[config.mk]
export PLATFORM = sky130hd
export DESIGN_NAME = converter_fault_and_power_good
export DESIGN_NICKNAME = d
export VERILOG_FILES = /design/src/include/fault_pkg.sv /design/src/hdl/converter_fault_and_power_good.sv
export SDC_FILE = /design/constraint.sdc
export NUM_CORES = 1
export LEC_CHECK = 0
export ABC_CLOCK_PERIOD_IN_PS = 16800
export BUFFER_PORTS_ARGS = -buffer_cell sky130_fd_sc_hd__buf_4
export CAP_MARGIN = 5
export CORE_MARGIN = 2
export CORE_UTILIZATION = 39
export CTS_BUF_LIST = sky130_fd_sc_hd__clkbuf_16
export CTS_CLUSTER_SIZE = 25
export DETAILED_ROUTE_END_ITERATION = 8
export PLACE_DENSITY = 0.56
export SYNTH_ARGS = -nofsm -noshare
export SYNTH_HDL_FRONTEND = slang
export SYNTH_SLANG_ARGS = --single-unit
[constraint.sdc]
create_clock -name pclk -period 16.8 [get_ports pclk]
set_input_delay 0.84 -clock pclk [delete_from_list [all_inputs] [get_ports pclk]]
set_output_delay 0.84 -clock pclk [all_outputs]
set_load 0.01 [all_outputs]
[src/include/fault_pkg.sv]
// Constants for the converter fault and power-good supervisor.
// Assumes 12-bit voltage codes of 2.5 mV and temperature in 0.1 degC steps.
package fault_pkg;
    // Register byte offsets
    localparam logic [7:0] OFS_CTRL   = 8'h00;
    localparam logic [7:0] OFS_TOFF   = 8'h04;
    localparam logic [7:0] OFS_STAT   = 8'h08;
    localparam logic [7:0] OFS_IRQ_EN = 8'h0c;
    localparam logic [7:0] OFS_CLR    = 8'h10;
    localparam logic [7:0] OFS_LIVE   = 8'h14;
    // Control field positions
    localparam int CTL_RUN      = 0;
    localparam int CTL_UV_SEL   = 1;  // two bits
    localparam int CTL_OV_CRIT  = 3;
    localparam int CTL_UV_CRIT  = 4;
    localparam int CTL_OT_CRIT  = 5;
    localparam int CTL_TR_CRIT  = 6;
    localparam int CTL_LATCH    = 7;  // four bits: uv, ot, tr, ov
    localparam int CTL_TR_EN    = 11;
    localparam int CTL_PG_LO95  = 12;
    localparam int CTL_PG_HI105 = 13;
    localparam int CTL_PG_ON    = 14; // two bits
    localparam int CTL_PG_RST   = 16;
    localparam int CTL_PG_OFF   = 17; // two bits
    localparam int CTL_W        = 19;
    localparam logic [18:0] CTRL_RESET = 19'h00000;
    localparam logic [8:0]  TOFF_RESET = 9'h000;
    // Event bits
    localparam int EV_UV = 0;
    localparam int EV_OT = 1;
    localparam int EV_TR = 2;
    localparam int EV_OV = 3;
    localparam int EV_WARN = 4;
    localparam int EV_PG_FALL = 5;
    localparam int EV_W = 6;
    // Thresholds in percent of setpoint
    localparam logic [6:0] UV_PCT_BASE = 7'd75;
    localparam logic [6:0] PCT_STEP    = 7'd5;
    localparam logic [6:0] PG_LO_PCT   = 7'd90;
    localparam logic [6:0] PG_HI_PCT   = 7'd110;
    // Temperature in 0.1 degC
    localparam logic signed [15:0] OT_TRIP_DC    = 16'sd1200;
    localparam logic signed [15:0] WARN_SET_DC   = 16'sd1100;
    localparam logic signed [15:0] WARN_HYST_DC  = 16'sd17;
    // Tracking window in mV and in codes of 2.5 mV
    localparam int TRACK_MV = 250;
    localparam logic [11:0] TRACK_CODES = 12'(TRACK_MV * 10 / 25);
    // Trip filter time
    localparam int CLK_MHZ = 100;
    localparam int TRIP_US = 6;
    localparam logic [9:0] TRIP_CYC = 10'(TRIP_US * CLK_MHZ);
    // Times in ms, and pclk cycles per ms
    localparam int RETRY_MS = 130;
    localparam int MS_CYC   = 1000 * CLK_MHZ;
    localparam logic [7:0] PG_DLY_MS1 = 8'd10;
    localparam logic [7:0] PG_DLY_MS2 = 8'd50;
    localparam logic [7:0] PG_DLY_MS3 = 8'd150;
    typedef enum logic [2:0] {ST_OFF, ST_RUN, ST_SEQ_WAIT, ST_RAMP, ST_RETRY,
                              ST_LATCH} state_e;
endpackage : fault_pkg

[src/hdl/converter_fault_and_power_good.sv]
// Protection and power-good supervisor for a step-down converter.
// Assumes measurement codes, pwm requests and ramp handshake on pclk.
`timescale 1ns/1ps
module converter_fault_and_power_good #(
    parameter int MS_CYCLES    = fault_pkg::MS_CYC,
    parameter int RETRY_CYCLES = fault_pkg::RETRY_MS * fault_pkg::MS_CYC
) (
    input  wire logic               pclk,
    input  wire logic               presetn,
    input  wire logic               psel,
    input  wire logic               penable,
    input  wire logic               pwrite,
    input  wire logic [7:0]         paddr,
    input  wire logic [31:0]        pwdata,
    output logic      [31:0]        prdata,
    output logic                    pready,
    output logic                    pslverr,
    input  wire logic [11:0]        vout_code,
    input  wire logic [11:0]        vset_code,
    input  wire logic [11:0]        vtrack_code,
    input  wire logic signed [15:0] temp_dc,
    input  wire logic               ramping_up,
    input  wire logic               ov_detect,
    input  wire logic               ramp_done,
    input  wire logic               pwm_hs,
    input  wire logic               pwm_ls,
    output logic                    hs_drive,
    output logic                    ls_drive,
    output logic                    ramp_down_req,
    output logic [2:0]              fall_slew_sel,
    output logic                    output_in_window_signal,
    output logic                    overheat_warning_flag,
    output logic                    irq
);
    logic [18:0] ctrl_q, ctrl_d;
    logic [8:0]  toff_q, toff_d;
    logic [5:0]  stat_q, stat_d, irq_en_q, irq_en_d, ev;
    logic        wr, rd_ok;
    // APB decode, zero wait states
    assign wr      = psel && penable && pwrite;
    assign pready  = 1'b1;
    assign rd_ok   = paddr inside {fault_pkg::OFS_CTRL, fault_pkg::OFS_TOFF,
                     fault_pkg::OFS_STAT, fault_pkg::OFS_IRQ_EN, fault_pkg::OFS_CLR,
                     fault_pkg::OFS_LIVE};
    assign pslverr = psel && penable && !rd_ok;

    // Measured window comparisons, percent of setpoint
    logic [18:0] vout_pct, uv_lvl, pg_lo_lvl, pg_hi_lvl;
    logic [6:0]  uv_pct;
    logic [11:0] trk_dev;
    logic        running;
    fault_pkg::state_e st_q, st_d;
    assign vout_pct  = 19'(vout_code) * 19'd100;
    assign uv_pct    = fault_pkg::UV_PCT_BASE
                     + 7'(ctrl_q[fault_pkg::CTL_UV_SEL +: 2]) * fault_pkg::PCT_STEP;
    assign uv_lvl    = 19'(vset_code) * 19'(uv_pct);
    assign pg_lo_lvl = 19'(vset_code) * 19'(ctrl_q[fault_pkg::CTL_PG_LO95]
                     ? fault_pkg::PG_LO_PCT + fault_pkg::PCT_STEP : fault_pkg::PG_LO_PCT);
    assign pg_hi_lvl = 19'(vset_code) * 19'(ctrl_q[fault_pkg::CTL_PG_HI105]
                     ? fault_pkg::PG_HI_PCT - fault_pkg::PCT_STEP : fault_pkg::PG_HI_PCT);
    assign trk_dev   = (vout_code > vtrack_code) ? vout_code - vtrack_code
                                                 : vtrack_code - vout_code;
    assign running   = (st_q == fault_pkg::ST_RUN);

    // Overheat warning with hysteresis
    logic warn_q, warn_d;
    always_comb
    begin
        warn_d = warn_q;
        if (temp_dc >= fault_pkg::WARN_SET_DC)
            warn_d = 1'b1;
        else if (temp_dc < fault_pkg::WARN_SET_DC - fault_pkg::WARN_HYST_DC)
            warn_d = 1'b0;
    end
    always_ff @(posedge pclk or negedge presetn)
    begin
        if (!presetn)
            warn_q <= 1'b0;
        else
            warn_q <= warn_d;
    end
    assign overheat_warning_flag = warn_q;

    // Raw trip conditions: uv, ot, tr
    logic [2:0] raw, trip;
    assign raw[0] = running && !ramping_up && (vout_pct <= uv_lvl);
    assign raw[1] = running && (temp_dc >= fault_pkg::OT_TRIP_DC);
    assign raw[2] = running && ctrl_q[fault_pkg::CTL_TR_EN] && ramping_up
                    && (trk_dev > fault_pkg::TRACK_CODES);

    // Persistence filter for each of uv, ot and tr
    genvar gi;
    for (gi = 0; gi < 3; gi++)
    begin : g_filt
        logic [9:0] cnt_q, cnt_d;
        always_comb
        begin
            cnt_d = raw[gi] ? ((cnt_q == fault_pkg::TRIP_CYC) ? cnt_q : cnt_q + 10'd1)
                            : 10'd0;
        end
        always_ff @(posedge pclk or negedge presetn)
        begin
            if (!presetn)
                cnt_q <= 10'd0;
            else
                cnt_q <= cnt_d;
        end
        assign trip[gi] = raw[gi] && (cnt_q == fault_pkg::TRIP_CYC - 10'd1);
    end

    // Shutdown sequencer
    logic [31:0] tmr_q, tmr_d;
    logic        cat_q, cat_d, latch_q, latch_d, ot_hold_q, ot_hold_d;
    logic        fault_any, crit, catas, latch_sel, stop_cmd;
    logic [3:0]  fault_vec;
    assign fault_vec = {running && ov_detect, trip};
    assign fault_any = |fault_vec;
    assign catas     = fault_vec[3] && !ctrl_q[fault_pkg::CTL_OV_CRIT];
    assign crit      = (fault_vec[3] && ctrl_q[fault_pkg::CTL_OV_CRIT])
                     || (trip[0] && ctrl_q[fault_pkg::CTL_UV_CRIT])
                     || (trip[1] && ctrl_q[fault_pkg::CTL_OT_CRIT])
                     || (trip[2] && ctrl_q[fault_pkg::CTL_TR_CRIT]);
    assign latch_sel = |(fault_vec & ctrl_q[fault_pkg::CTL_LATCH +: 4]);
    assign stop_cmd  = !ctrl_q[fault_pkg::CTL_RUN];

    always_comb
    begin
        st_d      = st_q;
        tmr_d     = (tmr_q == 32'd0) ? 32'd0 : tmr_q - 32'd1;
        cat_d     = cat_q;
        latch_d   = latch_q;
        ot_hold_d = ot_hold_q;
        if (!warn_q)
            ot_hold_d = 1'b0;
        if (trip[1])
            ot_hold_d = 1'b1;
        case (st_q)
            fault_pkg::ST_OFF:
            begin
                cat_d = 1'b0;
                if (!stop_cmd)
                    st_d = fault_pkg::ST_RUN;
            end
            fault_pkg::ST_RUN:
            begin
                if (fault_any)
                begin
                    latch_d = latch_sel;
                    if (crit || catas)
                    begin
                        cat_d = catas;
                        tmr_d = 32'(RETRY_CYCLES);
                        st_d  = latch_sel ? fault_pkg::ST_LATCH : fault_pkg::ST_RETRY;
                    end
                    else
                    begin
                        tmr_d = 32'(toff_q[5:0]) * 32'(MS_CYCLES);
                        st_d  = fault_pkg::ST_SEQ_WAIT;
                    end
                end
                else if (stop_cmd)
                begin
                    latch_d = 1'b0;
                    tmr_d   = 32'(toff_q[5:0]) * 32'(MS_CYCLES);
                    st_d    = fault_pkg::ST_SEQ_WAIT;
                end
            end
            fault_pkg::ST_SEQ_WAIT:
            begin
                if (tmr_q == 32'd0)
                    st_d = fault_pkg::ST_RAMP;
            end
            fault_pkg::ST_RAMP:
            begin
                if (ramp_done)
                begin
                    tmr_d = 32'(RETRY_CYCLES);
                    if (stop_cmd && !latch_q)
                        st_d = fault_pkg::ST_OFF;
                    else
                        st_d = latch_q ? fault_pkg::ST_LATCH : fault_pkg::ST_RETRY;
                end
            end
            fault_pkg::ST_RETRY:
            begin
                if (stop_cmd)
                    st_d = fault_pkg::ST_OFF;
                else if (tmr_q == 32'd0 && !ot_hold_d)
                begin
                    cat_d = 1'b0;
                    st_d  = fault_pkg::ST_RUN;
                end
            end
            fault_pkg::ST_LATCH:
            begin
                if (stop_cmd)
                    st_d = fault_pkg::ST_OFF;
            end
            default:
                st_d = fault_pkg::ST_OFF;
        endcase
    end
    always_ff @(posedge pclk or negedge presetn)
    begin
        if (!presetn)
        begin
            st_q      <= fault_pkg::ST_OFF;
            tmr_q     <= 32'd0;
            cat_q     <= 1'b0;
            latch_q   <= 1'b0;
            ot_hold_q <= 1'b0;
        end
        else
        begin
            st_q      <= st_d;
            tmr_q     <= tmr_d;
            cat_q     <= cat_d;
            latch_q   <= latch_d;
            ot_hold_q <= ot_hold_d;
        end
    end

    // Switch drive outputs
    logic hs_d, ls_d, on_path;
    assign on_path = (st_q == fault_pkg::ST_RUN) || (st_q == fault_pkg::ST_SEQ_WAIT)
                   || (st_q == fault_pkg::ST_RAMP);
    always_comb
    begin
        hs_d = 1'b0;
        ls_d = cat_d;
        if (on_path && st_d != fault_pkg::ST_RETRY && st_d != fault_pkg::ST_LATCH)
        begin
            hs_d = pwm_hs;
            ls_d = pwm_ls;
        end
    end
    always_ff @(posedge pclk or negedge presetn)
    begin
        if (!presetn)
        begin
            hs_drive <= 1'b0;
            ls_drive <= 1'b0;
        end
        else
        begin
            hs_drive <= hs_d;
            ls_drive <= ls_d;
        end
    end
    assign ramp_down_req = (st_q == fault_pkg::ST_RAMP);
    assign fall_slew_sel = toff_q[8:6];

    // Power-good timing
    logic [31:0] pg_tmr_q, pg_tmr_d, on_dly, off_dly;
    logic        pg_q, pg_d, in_win, pg_drop, off_arm_q, off_arm_d;
    function automatic logic [31:0] dly_cyc(input logic [1:0] sel, input int ms_cyc);
        logic [7:0] ms;
        ms = (sel == 2'd1) ? fault_pkg::PG_DLY_MS1 : (sel == 2'd2) ? fault_pkg::PG_DLY_MS2
           : (sel == 2'd3) ? fault_pkg::PG_DLY_MS3 : 8'd0;
        return 32'(ms) * 32'(ms_cyc);
    endfunction : dly_cyc
    assign on_dly  = dly_cyc(ctrl_q[fault_pkg::CTL_PG_ON +: 2], MS_CYCLES);
    assign off_dly = dly_cyc(ctrl_q[fault_pkg::CTL_PG_OFF +: 2], MS_CYCLES);
    assign in_win  = running && (vout_pct >= pg_lo_lvl) && (vout_pct <= pg_hi_lvl);
    always_comb
    begin
        pg_d      = pg_q;
        pg_tmr_d  = pg_tmr_q;
        off_arm_d = off_arm_q;
        // Drop above window; outside reset mode also at UV level or off path; in reset mode when off delay ends
        pg_drop   = (vout_pct > pg_hi_lvl) || (!on_path && !ctrl_q[fault_pkg::CTL_PG_RST])
                  || (!ctrl_q[fault_pkg::CTL_PG_RST] && vout_pct <= uv_lvl)
                  || (off_arm_q && pg_tmr_q == 32'd0);
        if (pg_q)
        begin
            if (ctrl_q[fault_pkg::CTL_PG_RST] && !off_arm_q && !running)
            begin
                off_arm_d = 1'b1;
                pg_tmr_d  = off_dly;
            end
            else if (pg_tmr_q != 32'd0)
                pg_tmr_d = pg_tmr_q - 32'd1;
            if (pg_drop)
            begin
                pg_d      = 1'b0;
                off_arm_d = 1'b0;
            end
        end
        else if (!in_win)
            pg_tmr_d = on_dly;
        else if (pg_tmr_q == 32'd0)
            pg_d = 1'b1;
        else
            pg_tmr_d = pg_tmr_q - 32'd1;
    end
    always_ff @(posedge pclk or negedge presetn)
    begin
        if (!presetn)
        begin
            pg_q      <= 1'b0;
            pg_tmr_q  <= 32'd0;
            off_arm_q <= 1'b0;
        end
        else
        begin
            pg_q      <= pg_d;
            pg_tmr_q  <= pg_tmr_d;
            off_arm_q <= off_arm_d;
        end
    end
    assign output_in_window_signal = pg_q;

    // Events and register file; a set wins over a clear
    assign ev = {pg_q && !pg_d, warn_d && !warn_q, fault_vec & {4{running}}};
    always_comb
    begin
        ctrl_d   = ctrl_q;
        toff_d   = toff_q;
        irq_en_d = irq_en_q;
        stat_d   = stat_q;
        if (wr && paddr == fault_pkg::OFS_CTRL)
            ctrl_d = pwdata[fault_pkg::CTL_W-1:0];
        if (wr && paddr == fault_pkg::OFS_TOFF)
            toff_d = pwdata[8:0];
        if (wr && paddr == fault_pkg::OFS_IRQ_EN)
            irq_en_d = pwdata[fault_pkg::EV_W-1:0];
        if (wr && paddr == fault_pkg::OFS_CLR)
            stat_d = stat_q & ~pwdata[fault_pkg::EV_W-1:0];
        stat_d = stat_d | ev;
    end
    always_ff @(posedge pclk or negedge presetn)
    begin
        if (!presetn)
        begin
            ctrl_q   <= fault_pkg::CTRL_RESET;
            toff_q   <= fault_pkg::TOFF_RESET;
            irq_en_q <= 6'h00;
            stat_q   <= 6'h00;
        end
        else
        begin
            ctrl_q   <= ctrl_d;
            toff_q   <= toff_d;
            irq_en_q <= irq_en_d;
            stat_q   <= stat_d;
        end
    end
    assign irq = |(stat_q & irq_en_q);

    // Read mux, write-only clear reads zero
    always_comb
    begin
        case (paddr)
            fault_pkg::OFS_CTRL:   prdata = 32'(ctrl_q);
            fault_pkg::OFS_TOFF:   prdata = 32'(toff_q);
            fault_pkg::OFS_STAT:   prdata = 32'(stat_q);
            fault_pkg::OFS_IRQ_EN: prdata = 32'(irq_en_q);
            fault_pkg::OFS_LIVE:   prdata = {24'h000000, ot_hold_q, latch_q, cat_q,
                                             3'(st_q), pg_q, warn_q};
            default:               prdata = 32'h00000000;
        endcase
    end
endmodule : converter_fault_and_power_good

==> flow_summary.yaml <==
synth:
  async_flop_share_pct: 100
  syn_area_per_cell_um2: 8.99
  ys_ff_latch: 145
  synth_edf_count: 0
  synth_cells: 2139
  synth.distinct_cells: 80
  ys_seq_area_share_pct: 18.9
  synth_ff_type: "dfrtp_1"
  ys_warn_count: 0
  netlist_area_um2: 19200
routing:
  wl_met1_um: 22700
  drt-initial-drc-count: 723
  vias: 15119
  wl_per_cell_um: 16.4
  top_layer_used: "met4"
  drcViolationCount: 0
  via_per_inst: 5.19
  met2_wirelength_um: 22700
  drt_wl_total_um: 47800
  dr.pass1.iters: 5
  ant_nets: 0
  wl_met3_um: 1470
setup_path:
  crit_cells: 29
  endpoint_kind: "register"
  critPathMaxStageDelay_ps: 860
  slowest_stage: "nor4b_1"
  setup.worst_path.class: "register to register"
  critPathLaunchType: "register"
  cp_data_arrival_time_ps: 9600
  cpMostUsedCell: "inv_1"
  r2r_cells: 29
  required_ps: 17040
  critPathBufInv: 6
  critical_path.top_delay_family: "adder cells"
  crit_path_max_fanout: 22
timing:
  finalWorstPathRequiredPeriod_ps: 9350
  hold_viol_final: 0
  tightest_slew_ps: 1160
  slew_violations: 0
  setup_viol: 0
  fmax_mhz: 107
  fin_skew_ps: 11.0
  period_share_pct: 55.7
  slew_headroom_pct: 22.7
  setup_tns_ps: 0
  rsz0062_at_grt: "no"
cells_and_area:
  layout_common_cells: "326 x ha_1, 264 x inv_1, 192 x nor2_1"
  drive_above_1_share_pct: 9.69
  final_common_cell: "ha_1"
  num_antenna_cells: 0
  utilization_pct: 43.8
  syn_to_final_growth_pct: 11.1
  num-nets-final: 2792
clock_tree:
  clock-sinks: 145
  root_buffer: "clkbuf_16"
  clockBufferDepth: 2
  post_cts_buffers: 0
  cts_hold_buf: 0
  cts_tree: "built"
  cts-buffers-inserted: 17
  clkSlewWorstSetupHoldPaths_ps: 60
  cts_resized: 0
  clock_latency_ps: 420
  cts_max_level: 4
global_route:
  grt.overflow.total: 0
  antenna_found_initial: 1
  grt_pass1_wl_um: 78800
  gr-usage-all-layers_pct: 19.4
  grt_max_degree: 86
  grt_pass1_vias: 15087
floorplanning:
  ios: 145
  rows: 81
  coreArea_um2: 48700
  die-width_um: 226
  start_util_pct: 39.4
  dieHeight_um: 226
  dieArea_um2: 51100
place:
  hpwl_um: 38300
  place_congestion: 0.862
  io_buffers: 117
worst_hold_path:
  hp-class: "input port to async pin"
power:
  p_per_area_nw_per_um2: 91.7
  vdd_drop_max_uv: 65.3
  power.leakage_nw: 10.8
outcome:
  status: "finished clean"
run:
  maxCapViolCount: 0
[layout make-up]
type                    instances  area [um^2]
clock inverters                14          198
clock buffers                  17          425
flip-flops and latches        145         3630
well taps                     664          831
repair buffers                124          935
inverters                     262          983
fillers                      4825        27400
multi-input cells            1688        14400
[routing by layer]
layer	vias up	global-route usage [%]
met5	-	0
met4	0	4.76
met3	42	2.15
met2	245	32.6
met1	7287	26.7
li1	7545	-
[cell usage after synthesis (8+ instances only)]
cell type  count  area (um^2)
a211oi_1      14          105
a21o_1        37          278
a21oi_1       93          465
a221o_1        8         80.1
a221oi_1      10         87.6
a31oi_1        9         56.3
a32oi_1        9         78.8
and2_1        43          269
and3_1        21          131
buf_4         17          128
clkbuf_1      35          131
dfrtp_1      145         3630
fa_1         126         2520
ha_1         326         4080
inv_1        262          983
mux2_2        38          428
mux2i_1       16          160
nand2_1      130          488
nand2b_1      28          175
nand3_1       46          230
nand3b_1       8         60.1
nand4_1       18          113
nor2_1       192          721
nor2b_1       24          150
nor3_1        48          240
nor4_1        19          119
o21a_1        12         90.1
o21ai_0       67          335
o21bai_1       8         60.1
o31ai_1       12         90.1
or2_2          9         56.3
or3_1         20          125
or4_1         10         75.1
xnor2_1       90          788
xor2_1        72          631
[report_power, final]
part           internal, W  total (W)  switching [W]
Clock             0.000260   0.000409       0.000149
Sequential        0.000374   0.000399      0.0000252
Combinational     0.000514    0.00115       0.000635
Total              0.00115    0.00196       0.000810
[state kept, by name, indices dropped and copies added, names as in the netlist]
signal	flops
cat_q	1
ctrl_q	19
g_filt.cnt_q	30
hs_drive	1
irq_en_q	6
latch_q	1
ls_drive	1
off_arm_q	1
ot_hold_q	1
output_in_window_signal	1
overheat_warning_flag	1
pg_tmr_q	32
st_q	3
stat_q	6
tmr_q	32
toff_q	9
[kinds of logic (layout without fill, tap and decap cells)]
| family | Yosys count | after routing | share of synthesized area, % |
|---|---|---|---|
| other | 2 | 19 | 0.0391 |
| AOI/OAI and AO/OA | 361 | 361 | 12.9 |
| xor gates and xnor gates | 162 | 162 | 7.38 |
| buffers and inverters | 323 | 417 | 6.80 |
| and+or+nand+nor | 639 | 639 | 16.5 |
| adders and majority gates | 452 | 452 | 34.3 |
| muxes | 55 | 55 | 3.14 |
| DFF | 145 | 145 | 18.9 |
[per-stage QoR]
stage / power [W] / instances / setup slack, ps / instance area (um^2) / hold WS (ps)
2_1_floorplan: 0.00129 / 2156 / 9020 / 19300 / 426
3_3_place_gp: 0.00153 / 2883 / 7590 / 20700 / 448
3_5_place_dp: 0.00156 / 2883 / 7480 / 20700 / 445
4_1_cts: 0.00198 / 2914 / 7480 / 21400 / 462
5_1_grt: 0.00216 / 2914 / 6610 / 21400 / 477
6_report: 0.00196 / 2914 / 7450 / 21400 / 456
[final timing paths]
path | from | slack [ps] | to
max in group asynchronous | presetn | 15020 | g_filt[1].cnt_q[8]
worst max register to register | ctrl_q[1] | 7450 | tmr_q[21]
worst min register to register | tmr_q[0] | 460 | tmr_q[0]
min in group pclk | tmr_q[0] | 460 | tmr_q[0]
worst max-delay path | ctrl_q[1] | 7450 | tmr_q[21]
worst min-delay path | presetn | 460 | ctrl_q[18]
[worst reg2reg max path, delay by kind of cell, from the launching register on]
family          cells  cell delay (ps)
simple gates        5             2420
buf+inv             6              640
compound gates     11             2740
fa+ha+maj           7             3030
flops               1              320
(Power assumes the default switching activity.)
